===== config.mk =====
export PLATFORM = sky130hd
export DESIGN_NAME = dca_cmd_addr_port
export DESIGN_NICKNAME = d
export VERILOG_FILES = /design/src/include/dca_pkg.sv /design/src/logic/dca_chan_port.sv /design/src/logic/dca_cmd_addr_port.sv
export VERILOG_INCLUDE_DIRS = /design/src /design/src/include
export SDC_FILE = /design/constraint.sdc
export NUM_CORES = 1
export LEC_CHECK = 0
export BUFFER_PORTS_ARGS = -buffer_cell sky130_fd_sc_hd__buf_2
export CORE_MARGIN = 4
export CORE_UTILIZATION = 29
export CTS_CLUSTER_SIZE = 16
export DETAILED_ROUTE_END_ITERATION = 7
export HOLD_SLACK_MARGIN = 0.05
export PLACE_DENSITY_LB_ADDON = 0.08
export SLEW_MARGIN = 20
export SYNTH_ARGS = -nofsm -noshare
export SYNTH_HDL_FRONTEND = slang
export SYNTH_SLANG_ARGS = --single-unit

===== constraint.sdc =====
create_clock -name core_clk_in -period 3.1 [get_ports core_clk_in]
set_input_delay 0 -clock core_clk_in [delete_from_list [all_inputs] [get_ports core_clk_in]]
set_output_delay 0 -clock core_clk_in [all_outputs]
set_load 0.1 [all_outputs]

===== src/include/dca_params.svh =====
// Constants for the DDR3L command, address and rank-control port
// Function
// - Read or Write drives A10 high for auto-precharge, low to keep bank open.
// - Precharge drives A10 low for one bank, high for all banks.
// - Single-bank Precharge names its bank on the three bank select outputs.
// - Read or Write drives A12 high for full burst, low for chop.
// - Row and column addresses share one 16-bit bus, multiplexed by command.
// - Bank select outputs choose the bank inside the addressed rank.
// - One active-low select per rank; only the addressed rank is selected, except that self-refresh entry selects all ranks.
// - One clock enable per rank for power-up init and power-down.
// - Suspend moves all ranks into self-refresh; resume brings them out.
// - One termination control output per rank switches its termination.
// - Commands are encoded on active-low row, column and write strobes.
`ifndef DCA_PARAMS_SVH
`define DCA_PARAMS_SVH
`define DCA_ADDR_W      16
`define DCA_BANK_W      3
`define DCA_RANKS       4
`define DCA_AP_BIT      10
`define DCA_BC_BIT      12
`define DCA_SEL_IDLE    4'hF
`define DCA_RANKS_BASE  4'h3
`define DCA_RANKS_WIDE  4'hF
`define DCA_CNT_W       16
`define DCA_CLK_NS      10
`define DCA_POWERUP_NS  500000
`define DCA_POWERUP_CYC ((`DCA_POWERUP_NS + `DCA_CLK_NS - 1) / `DCA_CLK_NS)
`define DCA_SR_EXIT_NS  200
`define DCA_SR_EXIT_CYC ((`DCA_SR_EXIT_NS + `DCA_CLK_NS - 1) / `DCA_CLK_NS)
`endif


===== src/include/dca_pkg.sv =====
// Types shared by the command port and its per-channel encoder
package dca_pkg;
    typedef enum logic [3:0] {
        DCA_CMD_NOP = 4'h0,
        DCA_CMD_ACT = 4'h1,
        DCA_CMD_RD  = 4'h2,
        DCA_CMD_WR  = 4'h3,
        DCA_CMD_PRE = 4'h4,
        DCA_CMD_REF = 4'h5,
        DCA_CMD_SRE = 4'h6,
        DCA_CMD_MRS = 4'h7,
        DCA_CMD_ZQ  = 4'h8
    } dca_cmd_type;

    typedef enum logic [3:0] {
        DCA_ST_INIT     = 4'h1,
        DCA_ST_RUN      = 4'h2,
        DCA_ST_SELF_REF = 4'h4,
        DCA_ST_SR_EXIT  = 4'h8
    } dca_state_type;
endpackage


===== src/logic/dca_chan_port.sv =====
// One channel's command encoder with registered command and rank outputs
`timescale 1ns/1ns
`include "dca_params.svh"
module dca_chan_port
    import dca_pkg::*;
(
    input  wire logic                   clk_in,
    input  wire logic                   rst_n_in,
    input  wire logic                   slot_in,
    input  wire logic                   take_in,
    input  wire dca_cmd_type            cmd_in,
    input  wire logic [`DCA_RANKS-1:0]  rank_mask_in,
    input  wire logic [`DCA_BANK_W-1:0] bank_in,
    input  wire logic [`DCA_ADDR_W-1:0] addr_in,
    input  wire logic                   auto_pre_in,
    input  wire logic                   chop_in,
    input  wire logic                   all_banks_in,
    input  wire logic [`DCA_RANKS-1:0]  cke_want_in,
    input  wire logic [`DCA_RANKS-1:0]  odt_want_in,
    output logic      [`DCA_ADDR_W-1:0] mem_addr_out,
    output logic      [`DCA_BANK_W-1:0] bank_sel_out,
    output logic      [`DCA_RANKS-1:0]  select_n_out,
    output logic                        row_strobe_n_out,
    output logic                        col_strobe_n_out,
    output logic                        write_cmd_n_out,
    output logic      [`DCA_RANKS-1:0]  clock_enable_out,
    output logic      [`DCA_RANKS-1:0]  termination_out
);
    dca_cmd_type            eff_cmd;
    logic                   is_rw;
    logic [2:0]             next_code;
    logic [`DCA_ADDR_W-1:0] col_addr;
    logic [`DCA_ADDR_W-1:0] pre_addr;
    logic [`DCA_ADDR_W-1:0] next_addr;

    // Idle slots fall back to a deselect so stale commands never repeat
    assign eff_cmd = take_in ? cmd_in : DCA_CMD_NOP;
    assign is_rw   = (eff_cmd == DCA_CMD_RD) || (eff_cmd == DCA_CMD_WR);
    assign next_code = (eff_cmd == DCA_CMD_ACT) ? 3'h3 :
                       (eff_cmd == DCA_CMD_RD)  ? 3'h5 :
                       (eff_cmd == DCA_CMD_WR)  ? 3'h4 :
                       (eff_cmd == DCA_CMD_PRE) ? 3'h2 :
                       (eff_cmd == DCA_CMD_REF) ? 3'h1 :
                       (eff_cmd == DCA_CMD_SRE) ? 3'h1 :
                       (eff_cmd == DCA_CMD_MRS) ? 3'h0 :
                       (eff_cmd == DCA_CMD_ZQ)  ? 3'h6 : 3'h7;
    // column form carries auto-precharge and chop
    assign col_addr = {addr_in[15:13], ~chop_in, addr_in[11], auto_pre_in, addr_in[9:0]};
    assign pre_addr = {5'h00, all_banks_in, 10'h000};
    // one bus, row or column by command
    assign next_addr = is_rw ? col_addr :
                       (eff_cmd == DCA_CMD_PRE) ? pre_addr : addr_in;

    // Update only on the memory clock's falling slot; hold for a full period
    always_ff @(posedge clk_in or negedge rst_n_in) begin
        if (!rst_n_in) begin
            mem_addr_out     <= 16'h0000;
            bank_sel_out     <= 3'h0;
            select_n_out     <= `DCA_SEL_IDLE;
            {row_strobe_n_out, col_strobe_n_out, write_cmd_n_out} <= 3'h7;
            clock_enable_out <= 4'h0;
            termination_out  <= 4'h0;
        end else if (slot_in) begin
            mem_addr_out     <= next_addr;
            bank_sel_out     <= bank_in;
            select_n_out     <= take_in ? ~rank_mask_in : `DCA_SEL_IDLE;
            {row_strobe_n_out, col_strobe_n_out, write_cmd_n_out} <= next_code;
            clock_enable_out <= cke_want_in;
            termination_out  <= odt_want_in;
        end
    end
endmodule // dca_chan_port


===== src/logic/dca_cmd_addr_port.sv =====
// Two-channel DDR3L command, address and rank-control port
`timescale 1ns/1ns
`include "dca_params.svh"
module dca_cmd_addr_port
    import dca_pkg::*;
#(
    parameter logic                  WIDE_CONFIG    = 1'b1,
    parameter logic [`DCA_CNT_W-1:0] POWERUP_CYCLES = `DCA_CNT_W'(`DCA_POWERUP_CYC)
)(
    input  wire logic                   core_clk_in,
    input  wire logic                   arst_n_in,
    input  wire logic                   suspend_to_ram_in,
    input  wire logic                   ch0_valid_in,
    input  wire dca_cmd_type            ch0_cmd_in,
    input  wire logic [1:0]             ch0_rank_in,
    input  wire logic [`DCA_BANK_W-1:0] ch0_bank_in,
    input  wire logic [`DCA_ADDR_W-1:0] ch0_addr_in,
    input  wire logic                   ch0_auto_pre_in,
    input  wire logic                   ch0_chop_in,
    input  wire logic                   ch0_all_banks_in,
    input  wire logic [`DCA_RANKS-1:0]  ch0_odt_in,
    input  wire logic [`DCA_RANKS-1:0]  ch0_power_down_in,
    input  wire logic                   ch1_valid_in,
    input  wire dca_cmd_type            ch1_cmd_in,
    input  wire logic [1:0]             ch1_rank_in,
    input  wire logic [`DCA_BANK_W-1:0] ch1_bank_in,
    input  wire logic [`DCA_ADDR_W-1:0] ch1_addr_in,
    input  wire logic                   ch1_auto_pre_in,
    input  wire logic                   ch1_chop_in,
    input  wire logic                   ch1_all_banks_in,
    input  wire logic [`DCA_RANKS-1:0]  ch1_odt_in,
    input  wire logic [`DCA_RANKS-1:0]  ch1_power_down_in,
    output logic                        cmd_ready_out,
    output logic                        self_refresh_out,
    output logic      [`DCA_RANKS-1:0]  ch0_mem_clk_p_out,
    output logic      [`DCA_RANKS-1:0]  ch0_mem_clk_n_out,
    output logic      [`DCA_RANKS-1:0]  ch1_mem_clk_p_out,
    output logic      [`DCA_RANKS-1:0]  ch1_mem_clk_n_out,
    output logic      [`DCA_ADDR_W-1:0] ch0_mem_addr_out,
    output logic      [`DCA_BANK_W-1:0] ch0_bank_sel_out,
    output logic      [`DCA_RANKS-1:0]  ch0_rank_select_n_out,
    output logic                        ch0_row_strobe_n_out,
    output logic                        ch0_col_strobe_n_out,
    output logic                        ch0_write_cmd_n_out,
    output logic      [`DCA_RANKS-1:0]  ch0_rank_clock_enable_out,
    output logic      [`DCA_RANKS-1:0]  ch0_rank_termination_ctl_out,
    output logic      [`DCA_ADDR_W-1:0] ch1_mem_addr_out,
    output logic      [`DCA_BANK_W-1:0] ch1_bank_sel_out,
    output logic      [`DCA_RANKS-1:0]  ch1_rank_select_n_out,
    output logic                        ch1_row_strobe_n_out,
    output logic                        ch1_col_strobe_n_out,
    output logic                        ch1_write_cmd_n_out,
    output logic      [`DCA_RANKS-1:0]  ch1_rank_clock_enable_out,
    output logic      [`DCA_RANKS-1:0]  ch1_rank_termination_ctl_out
);
    // upper ranks only in the wide configuration
    localparam logic [`DCA_RANKS-1:0] EXIST = WIDE_CONFIG ? `DCA_RANKS_WIDE : `DCA_RANKS_BASE;

    logic                  rst_meta;
    logic                  rst_n;
    logic                  str_meta;
    logic                  str_sync;
    logic                  ph;
    logic [`DCA_RANKS-1:0] mclk_p;
    logic [`DCA_RANKS-1:0] mclk_n;
    logic [`DCA_CNT_W-1:0] cnt;
    dca_state_type         state;
    dca_state_type         next_state;
    logic                  slot;
    logic                  cnt_done;
    logic [`DCA_CNT_W-1:0] cnt_limit;
    logic                  sre_issue;
    logic                  sr_leave;
    logic                  next_ready;
    logic                  ch0_take;
    logic                  ch1_take;
    logic [`DCA_RANKS-1:0] ch0_user_mask;
    logic [`DCA_RANKS-1:0] ch1_user_mask;
    logic [`DCA_RANKS-1:0] ch0_cke_want;
    logic [`DCA_RANKS-1:0] ch1_cke_want;
    logic [`DCA_RANKS-1:0] base_cke;
    dca_cmd_type           ch0_cmd;
    dca_cmd_type           ch1_cmd;

    // Reset released through two flops; assert stays asynchronous
    always_ff @(posedge core_clk_in or negedge arst_n_in) begin
        if (!arst_n_in) begin
            rst_meta <= 1'b0;
            rst_n    <= 1'b0;
        end else begin
            rst_meta <= 1'b1;
            rst_n    <= rst_meta;
        end
    end

    // Suspend request is a pin level; synchronise before any use
    always_ff @(posedge core_clk_in or negedge rst_n) begin
        if (!rst_n) begin
            str_meta <= 1'b0;
            str_sync <= 1'b0;
        end else begin
            str_meta <= suspend_to_ram_in;
            str_sync <= str_meta;
        end
    end

    // forwarded clock pair per rank, half the core rate
    always_ff @(posedge core_clk_in or negedge rst_n) begin
        if (!rst_n) begin
            ph     <= 1'b0;
            mclk_p <= 4'h0;
            mclk_n <= 4'h0;
        end else begin
            ph     <= ~ph;
            mclk_p <= ph ? 4'h0 : EXIST;
            mclk_n <= ph ? EXIST : 4'h0;
        end
    end
    assign ch0_mem_clk_p_out = mclk_p;
    assign ch0_mem_clk_n_out = mclk_n;
    assign ch1_mem_clk_p_out = mclk_p;
    assign ch1_mem_clk_n_out = mclk_n;

    // slot sits on the falling clock; data strobes are a separate path
    assign slot = ph;

    // Wait counter shared by power-up hold and self-refresh exit
    assign cnt_limit = (state == DCA_ST_INIT) ? POWERUP_CYCLES : `DCA_CNT_W'(`DCA_SR_EXIT_CYC);
    assign cnt_done  = cnt >= cnt_limit;
    always_ff @(posedge core_clk_in or negedge rst_n) begin
        if (!rst_n) begin
            cnt <= 16'h0000;
        end else if (state != next_state) begin
            cnt <= 16'h0000;
        end else if (!cnt_done) begin
            cnt <= cnt + 16'h0001;
        end
    end

    // self-refresh entry waits for a slot the host could not use
    assign sre_issue = (state == DCA_ST_RUN) && str_sync && slot && !cmd_ready_out;
    assign sr_leave  = (state == DCA_ST_SELF_REF) && !str_sync && slot;

    // Power sequencing state
    always_comb begin
        next_state = state;
        case (state)
            DCA_ST_INIT:     if (cnt_done && slot) next_state = DCA_ST_RUN;
            DCA_ST_RUN:      if (sre_issue) next_state = DCA_ST_SELF_REF;
            DCA_ST_SELF_REF: if (sr_leave) next_state = DCA_ST_SR_EXIT;
            DCA_ST_SR_EXIT:  if (cnt_done) next_state = DCA_ST_RUN;
            default:         next_state = DCA_ST_INIT;
        endcase
    end

    // Ready only ahead of a slot, so a taken command meets its slot
    assign next_ready = !ph && (next_state == DCA_ST_RUN) && !str_sync;
    always_ff @(posedge core_clk_in or negedge rst_n) begin
        if (!rst_n) begin
            state            <= DCA_ST_INIT;
            cmd_ready_out    <= 1'b0;
            self_refresh_out <= 1'b0;
        end else begin
            state            <= next_state;
            cmd_ready_out    <= next_ready;
            self_refresh_out <= next_state == DCA_ST_SELF_REF;
        end
    end

    // clock enables: low through power-up, then per-rank power-down
    assign base_cke = ((state == DCA_ST_INIT) && cnt_done) || sr_leave
                      || (state == DCA_ST_SR_EXIT) ? EXIST : 4'h0;
    assign ch0_cke_want = (state == DCA_ST_RUN && !sre_issue) ? EXIST & ~ch0_power_down_in
                                                              : base_cke;
    assign ch1_cke_want = (state == DCA_ST_RUN && !sre_issue) ? EXIST & ~ch1_power_down_in
                                                              : base_cke;

    // each channel decoded on its own; entry hits all ranks
    assign ch0_take      = (ch0_valid_in && cmd_ready_out) || sre_issue;
    assign ch1_take      = (ch1_valid_in && cmd_ready_out) || sre_issue;
    assign ch0_user_mask = sre_issue ? EXIST : EXIST & (4'h1 << ch0_rank_in);
    assign ch1_user_mask = sre_issue ? EXIST : EXIST & (4'h1 << ch1_rank_in);
    assign ch0_cmd       = sre_issue ? DCA_CMD_SRE : ch0_cmd_in;
    assign ch1_cmd       = sre_issue ? DCA_CMD_SRE : ch1_cmd_in;

    dca_chan_port u_ch0 (
        .clk_in           (core_clk_in),
        .rst_n_in         (rst_n),
        .slot_in          (slot),
        .take_in          (ch0_take),
        .cmd_in           (ch0_cmd),
        .rank_mask_in     (ch0_user_mask),
        .bank_in          (ch0_bank_in),
        .addr_in          (ch0_addr_in),
        .auto_pre_in      (ch0_auto_pre_in),
        .chop_in          (ch0_chop_in),
        .all_banks_in     (ch0_all_banks_in),
        .cke_want_in      (ch0_cke_want),
        .odt_want_in      ((state == DCA_ST_RUN) ? EXIST & ch0_odt_in : 4'h0),
        .mem_addr_out     (ch0_mem_addr_out),
        .bank_sel_out     (ch0_bank_sel_out),
        .select_n_out     (ch0_rank_select_n_out),
        .row_strobe_n_out (ch0_row_strobe_n_out),
        .col_strobe_n_out (ch0_col_strobe_n_out),
        .write_cmd_n_out  (ch0_write_cmd_n_out),
        .clock_enable_out (ch0_rank_clock_enable_out),
        .termination_out  (ch0_rank_termination_ctl_out)
    );

    dca_chan_port u_ch1 (
        .clk_in           (core_clk_in),
        .rst_n_in         (rst_n),
        .slot_in          (slot),
        .take_in          (ch1_take),
        .cmd_in           (ch1_cmd),
        .rank_mask_in     (ch1_user_mask),
        .bank_in          (ch1_bank_in),
        .addr_in          (ch1_addr_in),
        .auto_pre_in      (ch1_auto_pre_in),
        .chop_in          (ch1_chop_in),
        .all_banks_in     (ch1_all_banks_in),
        .cke_want_in      (ch1_cke_want),
        .odt_want_in      ((state == DCA_ST_RUN) ? EXIST & ch1_odt_in : 4'h0),
        .mem_addr_out     (ch1_mem_addr_out),
        .bank_sel_out     (ch1_bank_sel_out),
        .select_n_out     (ch1_rank_select_n_out),
        .row_strobe_n_out (ch1_row_strobe_n_out),
        .col_strobe_n_out (ch1_col_strobe_n_out),
        .write_cmd_n_out  (ch1_write_cmd_n_out),
        .clock_enable_out (ch1_rank_clock_enable_out),
        .termination_out  (ch1_rank_termination_ctl_out)
    );
endmodule // dca_cmd_addr_port


==> impl_results.md, run 1 <==
* Status: finished clean
* Yosys reg bits at 96
* DP Cell Count at 820
* Register area share after synthesis at 0.4891
* Area contributors post-synth: dfrtp_1 (41%), dfstp_2 (8.0%), o2bb2ai_1 (6.4%)
* WHS at 65.97 ps
* Total die area at 0.01922 mm²
* DR pass1 iterations at 4
* Die H at 138.6 µm
* CTS clk-pin slew, worst paths at 80 ps
* Post-route DRC at 0
* Fraction of layout instances using a drive strength above 1 at 0.3755
* Worst rel slew slack at 0.5122
* Post-route ant nets at 0
* Worst min path class: primary input to flop
* Sum Neg Setup Slack at 0 ps
* Crit Path Class: flop to flop
* WL/cell at 16.26 µm
* First-pass GRT wire length at 24.07 mm
* Fin crit period at 2984 ps
* Clk_skew at 9.617 ps
* Vias per cell at 4.976
* CP Data Required Time at 3350 ps
* Commonest cells in the netlist: dfrtp_1 (81), nand2_1 (59), o2bb2ai_1 (36), nor2_1 (23), buf_4 (18)
* Root buf cell: clkbuf_16
* Yosys Warn Count at 0
* Synth cell types at 62
* Total grt overflow at 0
* GRT Util Overall at 0.1522
* Port bufs at 162
* Clock tree from TritonCTS: done
* CTS Buffer Depth at 2
* Worst-Margin Slew at 728.5 ps
* Crit. End Element: flop
* Post-synth EDFFs at 0
* Max rail drop VDD at 0.2429 mV
* Ys async rst share at 1.000
* Max Cap Viol at 0
* Via count of the first global-routing pass at 4598
* Worst Path Buf+Inv at 1
* Final-stage net count at 775
* Cell Chain, Critical Path: or4b_4 -> ha_1 -> a2111oi_4 -> o21ai_2 -> o21a_2 -> buf_12 -> or4_1 -> a22oi_1
* Mapped Cells at 463
* Clock Latency Late Sink at 350 ps
* Setup crit start kind: flop
* CTS Buf Count at 9
* Mapped Avg Cell Area at 10.69 µm²
* Largest net degree at the start of global routing at 49
* Cell Pwr Density at 404.8 mW/mm²
* Syn_nets at 548
* DP Wirelength at 9.982 mm
* Horiz. Die Dim at 138.6 µm
* Sink Count at 96
* Starting DRC count in detailed routing at 199
* Initial antenna violation count at 0
* Crit path DAT at 3240 ps
* Final wirelength at 14.87 mm
* Synth top area share at 0.4095
* Routability cong. at 0.8210
* Core ar. at 0.01664 mm²
* Pins Over Slew Limit at 0
* Ports at 163
* Fin crit share at 0.9625
* Ys flop type: dfrtp_1
* Depth of the CTS H-tree at 3
* Vias at 4553
* Final setup vio count at 0
* ANT cells at 0
* F_max at 335.1 MHz
* Count leader, synth: dfrtp_1
* Crit-path max FO at 20
* Post-synth top area cell: dfrtp_1
* Rows at 47
* P_leak at 3.181 nW
* Max stage delay on crit path at 540 ps
* Final Hold Viols at 0
* Mapped cell area at 0.004950 mm²
* Critical path's slowest cell: or4b_4
* Area grow syn2layout at 42.75%
* Non-filler cells, final at 915
* Initial Util at 0.2974
* Family with the most delay on the worst path: simple AND/OR/NAND/NOR gates
[metrics by stage]
stage	instance area [µm²]	total power [mW]	utilization	worst slack, ps
6_report	7066	2.860	0.4246	116.2
4_1_cts	6954	2.908	0.4179	24.67
3_5_place_dp	5942	1.662	0.3570	57.10
2_1_floorplan	4950	1.554	-	157.2
3_3_place_gp	5942	1.660	0.3570	115.4
5_1_grt	7066	2.982	0.4246	-22.49
[cells by family (layout without fill, tap and decap cells)]
group           after synthesis  in the layout  share of synthesized area
buf+inv                      56            287                    0.06218
xor+xnor                      7              7                    0.01239
compound gates              132            132                     0.2199
flops                        96             96                     0.4891
simple gates                149            150                     0.1641
mux                          14             14                    0.03135
fa+ha+maj                     8              8                    0.02022
other cells                   1              1                  0.0007576
[layout make-up]
class	instances	area, µm²
Multi-Input combinational cell	312	2267
Inverter	13	48.80
Tap cell	220	275.3
Sequential cell	96	2426
Fill cell	1615	9577
Clock inverter	6	72.57
Timing Repair Buffer	258	1747
Clock buffer	10	229.0
[worst reg2reg max path: cells and delay by family (launching register included)]
kind                       cells  cell delay (ps)
and+or+nand+nor                2             1010
DFF                            1              520
adders and majority gates      1              250
AOI/OAI and AO/OA              4              950
buffers and inverters          1              150
[power breakdown]
group	leakage (nW)	switching (mW)	internal [mW]
Combinational	1.87	0.267	0.132
Clock	0.150	0.517	0.640
Sequential	1.16	0.0232	1.28
[registers in the layout (all words and copies together) (netlist names), 3 cells and up]
register / count
u_ch1.mem_addr_out: 16
u_ch1.termination_out: 4
u_ch0.select_n_out: 4
state: 4
u_ch1.select_n_out: 4
u_ch0.mem_addr_out: 16
u_ch0.termination_out: 4
cnt: 16
u_ch1.bank_sel_out: 3
u_ch0.clock_enable_out: 4
u_ch0.bank_sel_out: 3
u_ch1.clock_enable_out: 4
[final timing paths]
| kind | slack [ps] | endpoint | cells after the start | start |
|---|---|---|---|---|
| max in group asynchronous | 2080 | u_ch1.select_n_out[3]$_DFFE_PN1P_ | 1 | rst_n$_DFF_PN0_ |
| min in group asynchronous | 260 | u_ch1.mem_addr_out[4]$_DFFE_PN0P_ | 0 | rst_n$_DFF_PN0_ |
| max reg2reg | 120 | cnt[3]$_DFFE_PN0P_ | 8 | state[0]$_DFF_PN1_ |
| max | 120 | cnt[3]$_DFFE_PN0P_ | 8 | state[0]$_DFF_PN1_ |
| min reg2reg | 260 | u_ch1.mem_addr_out[4]$_DFFE_PN0P_ | 0 | rst_n$_DFF_PN0_ |
| min | 70 | u_ch1.write_cmd_n_out$_DFFE_PN1P_ | 3 | ch1_valid_in |
[placed cells by master, fill, tap and decap left out, types with 7 or more instances in the layout]
master | Yosys | final
dfstp_2 | 15 | 15
clkbuf_16 | 0 | 9
buf_2 | 6 | 162
nand3_1 | 14 | 14
mux2_2 | 11 | 11
nor2_1 | 23 | 23
buf_4 | 18 | 22
o32a_1 | 8 | 8
dfrtp_1 | 81 | 79
o31ai_1 | 10 | 10
ha_1 | 8 | 7
o2bb2ai_1 | 36 | 36
or4_1 | 11 | 11
nand2_1 | 59 | 58
a21oi_1 | 13 | 13
dlygate4sd3_1 | 0 | 71
inv_1 | 12 | 12
a22oi_1 | 7 | 7
o21ai_0 | 16 | 16
[repair_timing]
action	4_1_cts	5_1_grt
gates resized for setup	0	7
endpoints found under the hold margin	68	0
setup endpoints to repair	0	17
setup buffers	0	7
hold buffers	71	0
[metal layers]
metal	share of wire	GRT usage	routed length [µm]
met5	0	0	0
met2	0.46	0.2343	6809
met4	0.020	0.05973	292
met3	0.074	0.04310	1094
met1	0.45	0.2033	6677
Note: power is estimated with default switching activity, not from simulation.
==> run 2: changes to the inputs <==
--- a/config.mk
+++ b/config.mk
@@ -8,7 +8,7 @@
 export LEC_CHECK = 0
 export BUFFER_PORTS_ARGS = -buffer_cell sky130_fd_sc_hd__buf_2
 export CORE_MARGIN = 4
-export CORE_UTILIZATION = 29
+export CORE_UTILIZATION = 40
 export CTS_CLUSTER_SIZE = 16
 export DETAILED_ROUTE_END_ITERATION = 7
 export HOLD_SLACK_MARGIN = 0.05
==> impl_results.md, run 2 (same netlist as run 1, synthesis figures left out) <==
* Status: finished clean
* Clk_skew at 7.247 ps
* Starting DRC count in detailed routing at 215
* Via count of the first global-routing pass at 4577
* Post-route ant nets at 0
* Initial Util at 0.4104
* Root buf cell: clkbuf_16
* Crit path DAT at 3260 ps
* Routability cong. at 0.8816
* Total grt overflow at 0
* Register-to-Register Path Depth at 7
* Clock power share at 0.421
* First-pass GRT wire length at 23.12 mm
* ANT cells at 0
* Commonest cells after routing, fill and taps aside: buf_2 (162), dfrtp_1 (79), dlygate4sd3_1 (73)
* Depth of the CTS H-tree at 3
* Worst min path class: primary input to flop
* Combinational fraction of design power at 0.132
* Port bufs at 162
* Initial antenna violation count at 0
* P_leak at 3.160 nW
* Core ar. at 0.01206 mm²
* Sum Neg Setup Slack at 0 ps
* Final wirelength at 13.86 mm
* RSZ-0062 raised after global routing: false
* Die H at 119.2 µm
* Vias at 4575
* Family with the most delay on the worst path: simple AND/OR/NAND/NOR gates
* Levels on crit path at 7
* GRT Util Overall at 0.1982
* CTS clk-pin slew, worst paths at 70 ps
* WL/cell at 16.05 µm
* Cell Pwr Density at 419.8 mW/mm²
* Cell Chain, Critical Path: or4b_2 -> ha_1 -> nand3b_1 -> o41ai_4 -> or2_2 -> or4_1 -> a22oi_2
* Total die area at 0.01422 mm²
* Fraction of layout instances using a drive strength above 1 at 0.3712
* CTS Buf Count at 9
* CP Data Required Time at 3370 ps
* Crit-path max FO at 11
* Clock tree from TritonCTS: done
* Reg area at 0.002426 mm²
* Sink Count at 96
* Setup crit start kind: flop
* Filler cells at 1010
* Hold path depth at 4
* Fin crit share at 0.9627
* Max Cap Viol at 0
* DR pass1 iterations at 4
* Clock Latency Late Sink at 350 ps
* Final Hold Viols at 0
* Rows at 40
* Psw at 0.8035 mW
* DP Wirelength at 8.985 mm
* Post-route DRC at 0
* Vias per cell at 5.301
* Area of the multi-input gates at 0.002263 mm²
* Horiz. Die Dim at 119.2 µm
* Max stage delay on crit path at 680 ps
* Top flop regs: cnt: 16 flops, u_ch0.mem_addr_out: 16 flops, u_ch1.mem_addr_out: 16 flops
* Setup WS post-layout at 115.5 ps
* Placement Setup Slack at 101.5 ps
* Worst Path Buf+Inv at 0
* Crit. End Element: flop
* CTS Buffer Depth at 2
* Commonest non-fill, non-tap cell in the layout: buf_2
* Max rail drop VDD at 0.3324 mV
* Critical path's slowest cell: or4b_2
* F_max at 335.1 MHz
* Crit Path Class: flop to flop
* Pins Over Slew Limit at 0
* Internal power at 2.127 mW
* Largest net degree at the start of global routing at 59
* Final-stage net count at 775
* Area grow syn2layout at 41.05%
* Sw Ratio at 0.2742
* Flop pwr share at 0.447
* Worst rel slew slack at 0.4884
* Worst-Margin Slew at 767.4 ps
* Final setup vio count at 0
* Fin crit period at 2984 ps
* Ports at 163
==> run 2: area by class of cell <==
cell class | count | area share
Clock buffer | 9 | 0.03226
Multi-Input combinational cell | 313 | 0.3242
Timing Repair Buffer | 257 | 0.2444
Inverter | 13 | 0.006989
Tap cell | 168 | 0.03011
Clock inverter | 7 | 0.01452
Sequential cell | 96 | 0.3475
==> run 2: routing by layer <==
layer / vias to the layer above / track usage / share of wire / routed length, µm
li1: 2168 / - / - / -
met1: 2212 / 0.2675 / 0.44 / 6139
met2: 169 / 0.3055 / 0.46 / 6383
met3: 26 / 0.04701 / 0.070 / 971
met4: 0 / 0.08255 / 0.026 / 360
met5: - / 0 / 0 / 0
==> run 2: repair_timing <==
action,in CTS,in global routing
hold buffers,73,0
resized for setup,0,3
endpoints found under the hold margin,64,0
setup endpoints to repair,0,18
buffers inserted,0,2
==> run 2: path summary, 6_finish.rpt <==
kind | startpoint | endpoint | slack [ps]
max in group asynchronous | rst_n$_DFF_PN0_ | u_ch0.mem_addr_out[5]$_DFFE_PN0P_ | 1950
max reg2reg | state[0]$_DFF_PN1_ | cnt[12]$_DFFE_PN0P_ | 120
min | ch1_all_banks_in | u_ch1.mem_addr_out[10]$_DFFE_PN0P_ | 50
max | state[0]$_DFF_PN1_ | cnt[12]$_DFFE_PN0P_ | 120
min reg2reg | str_meta$_DFF_PN0_ | str_sync$_DFF_PN0_ | 350
min in group asynchronous | rst_n$_DFF_PN0_ | u_ch0.termination_out[3]$_DFFE_PN0P_ | 400
==> run 2: power groups by stage <==
stage	Sequential [mW]	Combinational (mW)	Clock, mW
floorplan	1.52	0.0315	0
global placement	1.33	0.319	0
detailed placement	1.33	0.322	0
CTS	1.31	0.386	1.26
global route	1.32	0.407	1.31
finish	1.31	0.387	1.23
==> run 2: worst min-delay path, delay by kind of cell <==
| kind | cells | cell delay [ps] |
|---|---|---|
| muxes | 2 | 170 |
| AOI/OAI and AO/OA | 1 | 110 |
| buffers and inverters | 1 | 70 |
==> run 2: through the flow <==
| stage | cells | power (mW) | hold WS [ps] | utilization | cell area (µm²) |
|---|---|---|---|---|---|
| floorplan | 463 | 1.554 | -295.6 | - | 4950 |
| global placement | 770 | 1.653 | -215.2 | 0.4864 | 5867 |
| detailed placement | 770 | 1.656 | -213.3 | 0.4864 | 5867 |
| CTS | 859 | 2.957 | 51.44 | 0.5741 | 6924 |
| global route | 863 | 3.032 | 80.01 | 0.5788 | 6982 |
| finish | 863 | 2.931 | 51.09 | 0.5788 | 6982 |
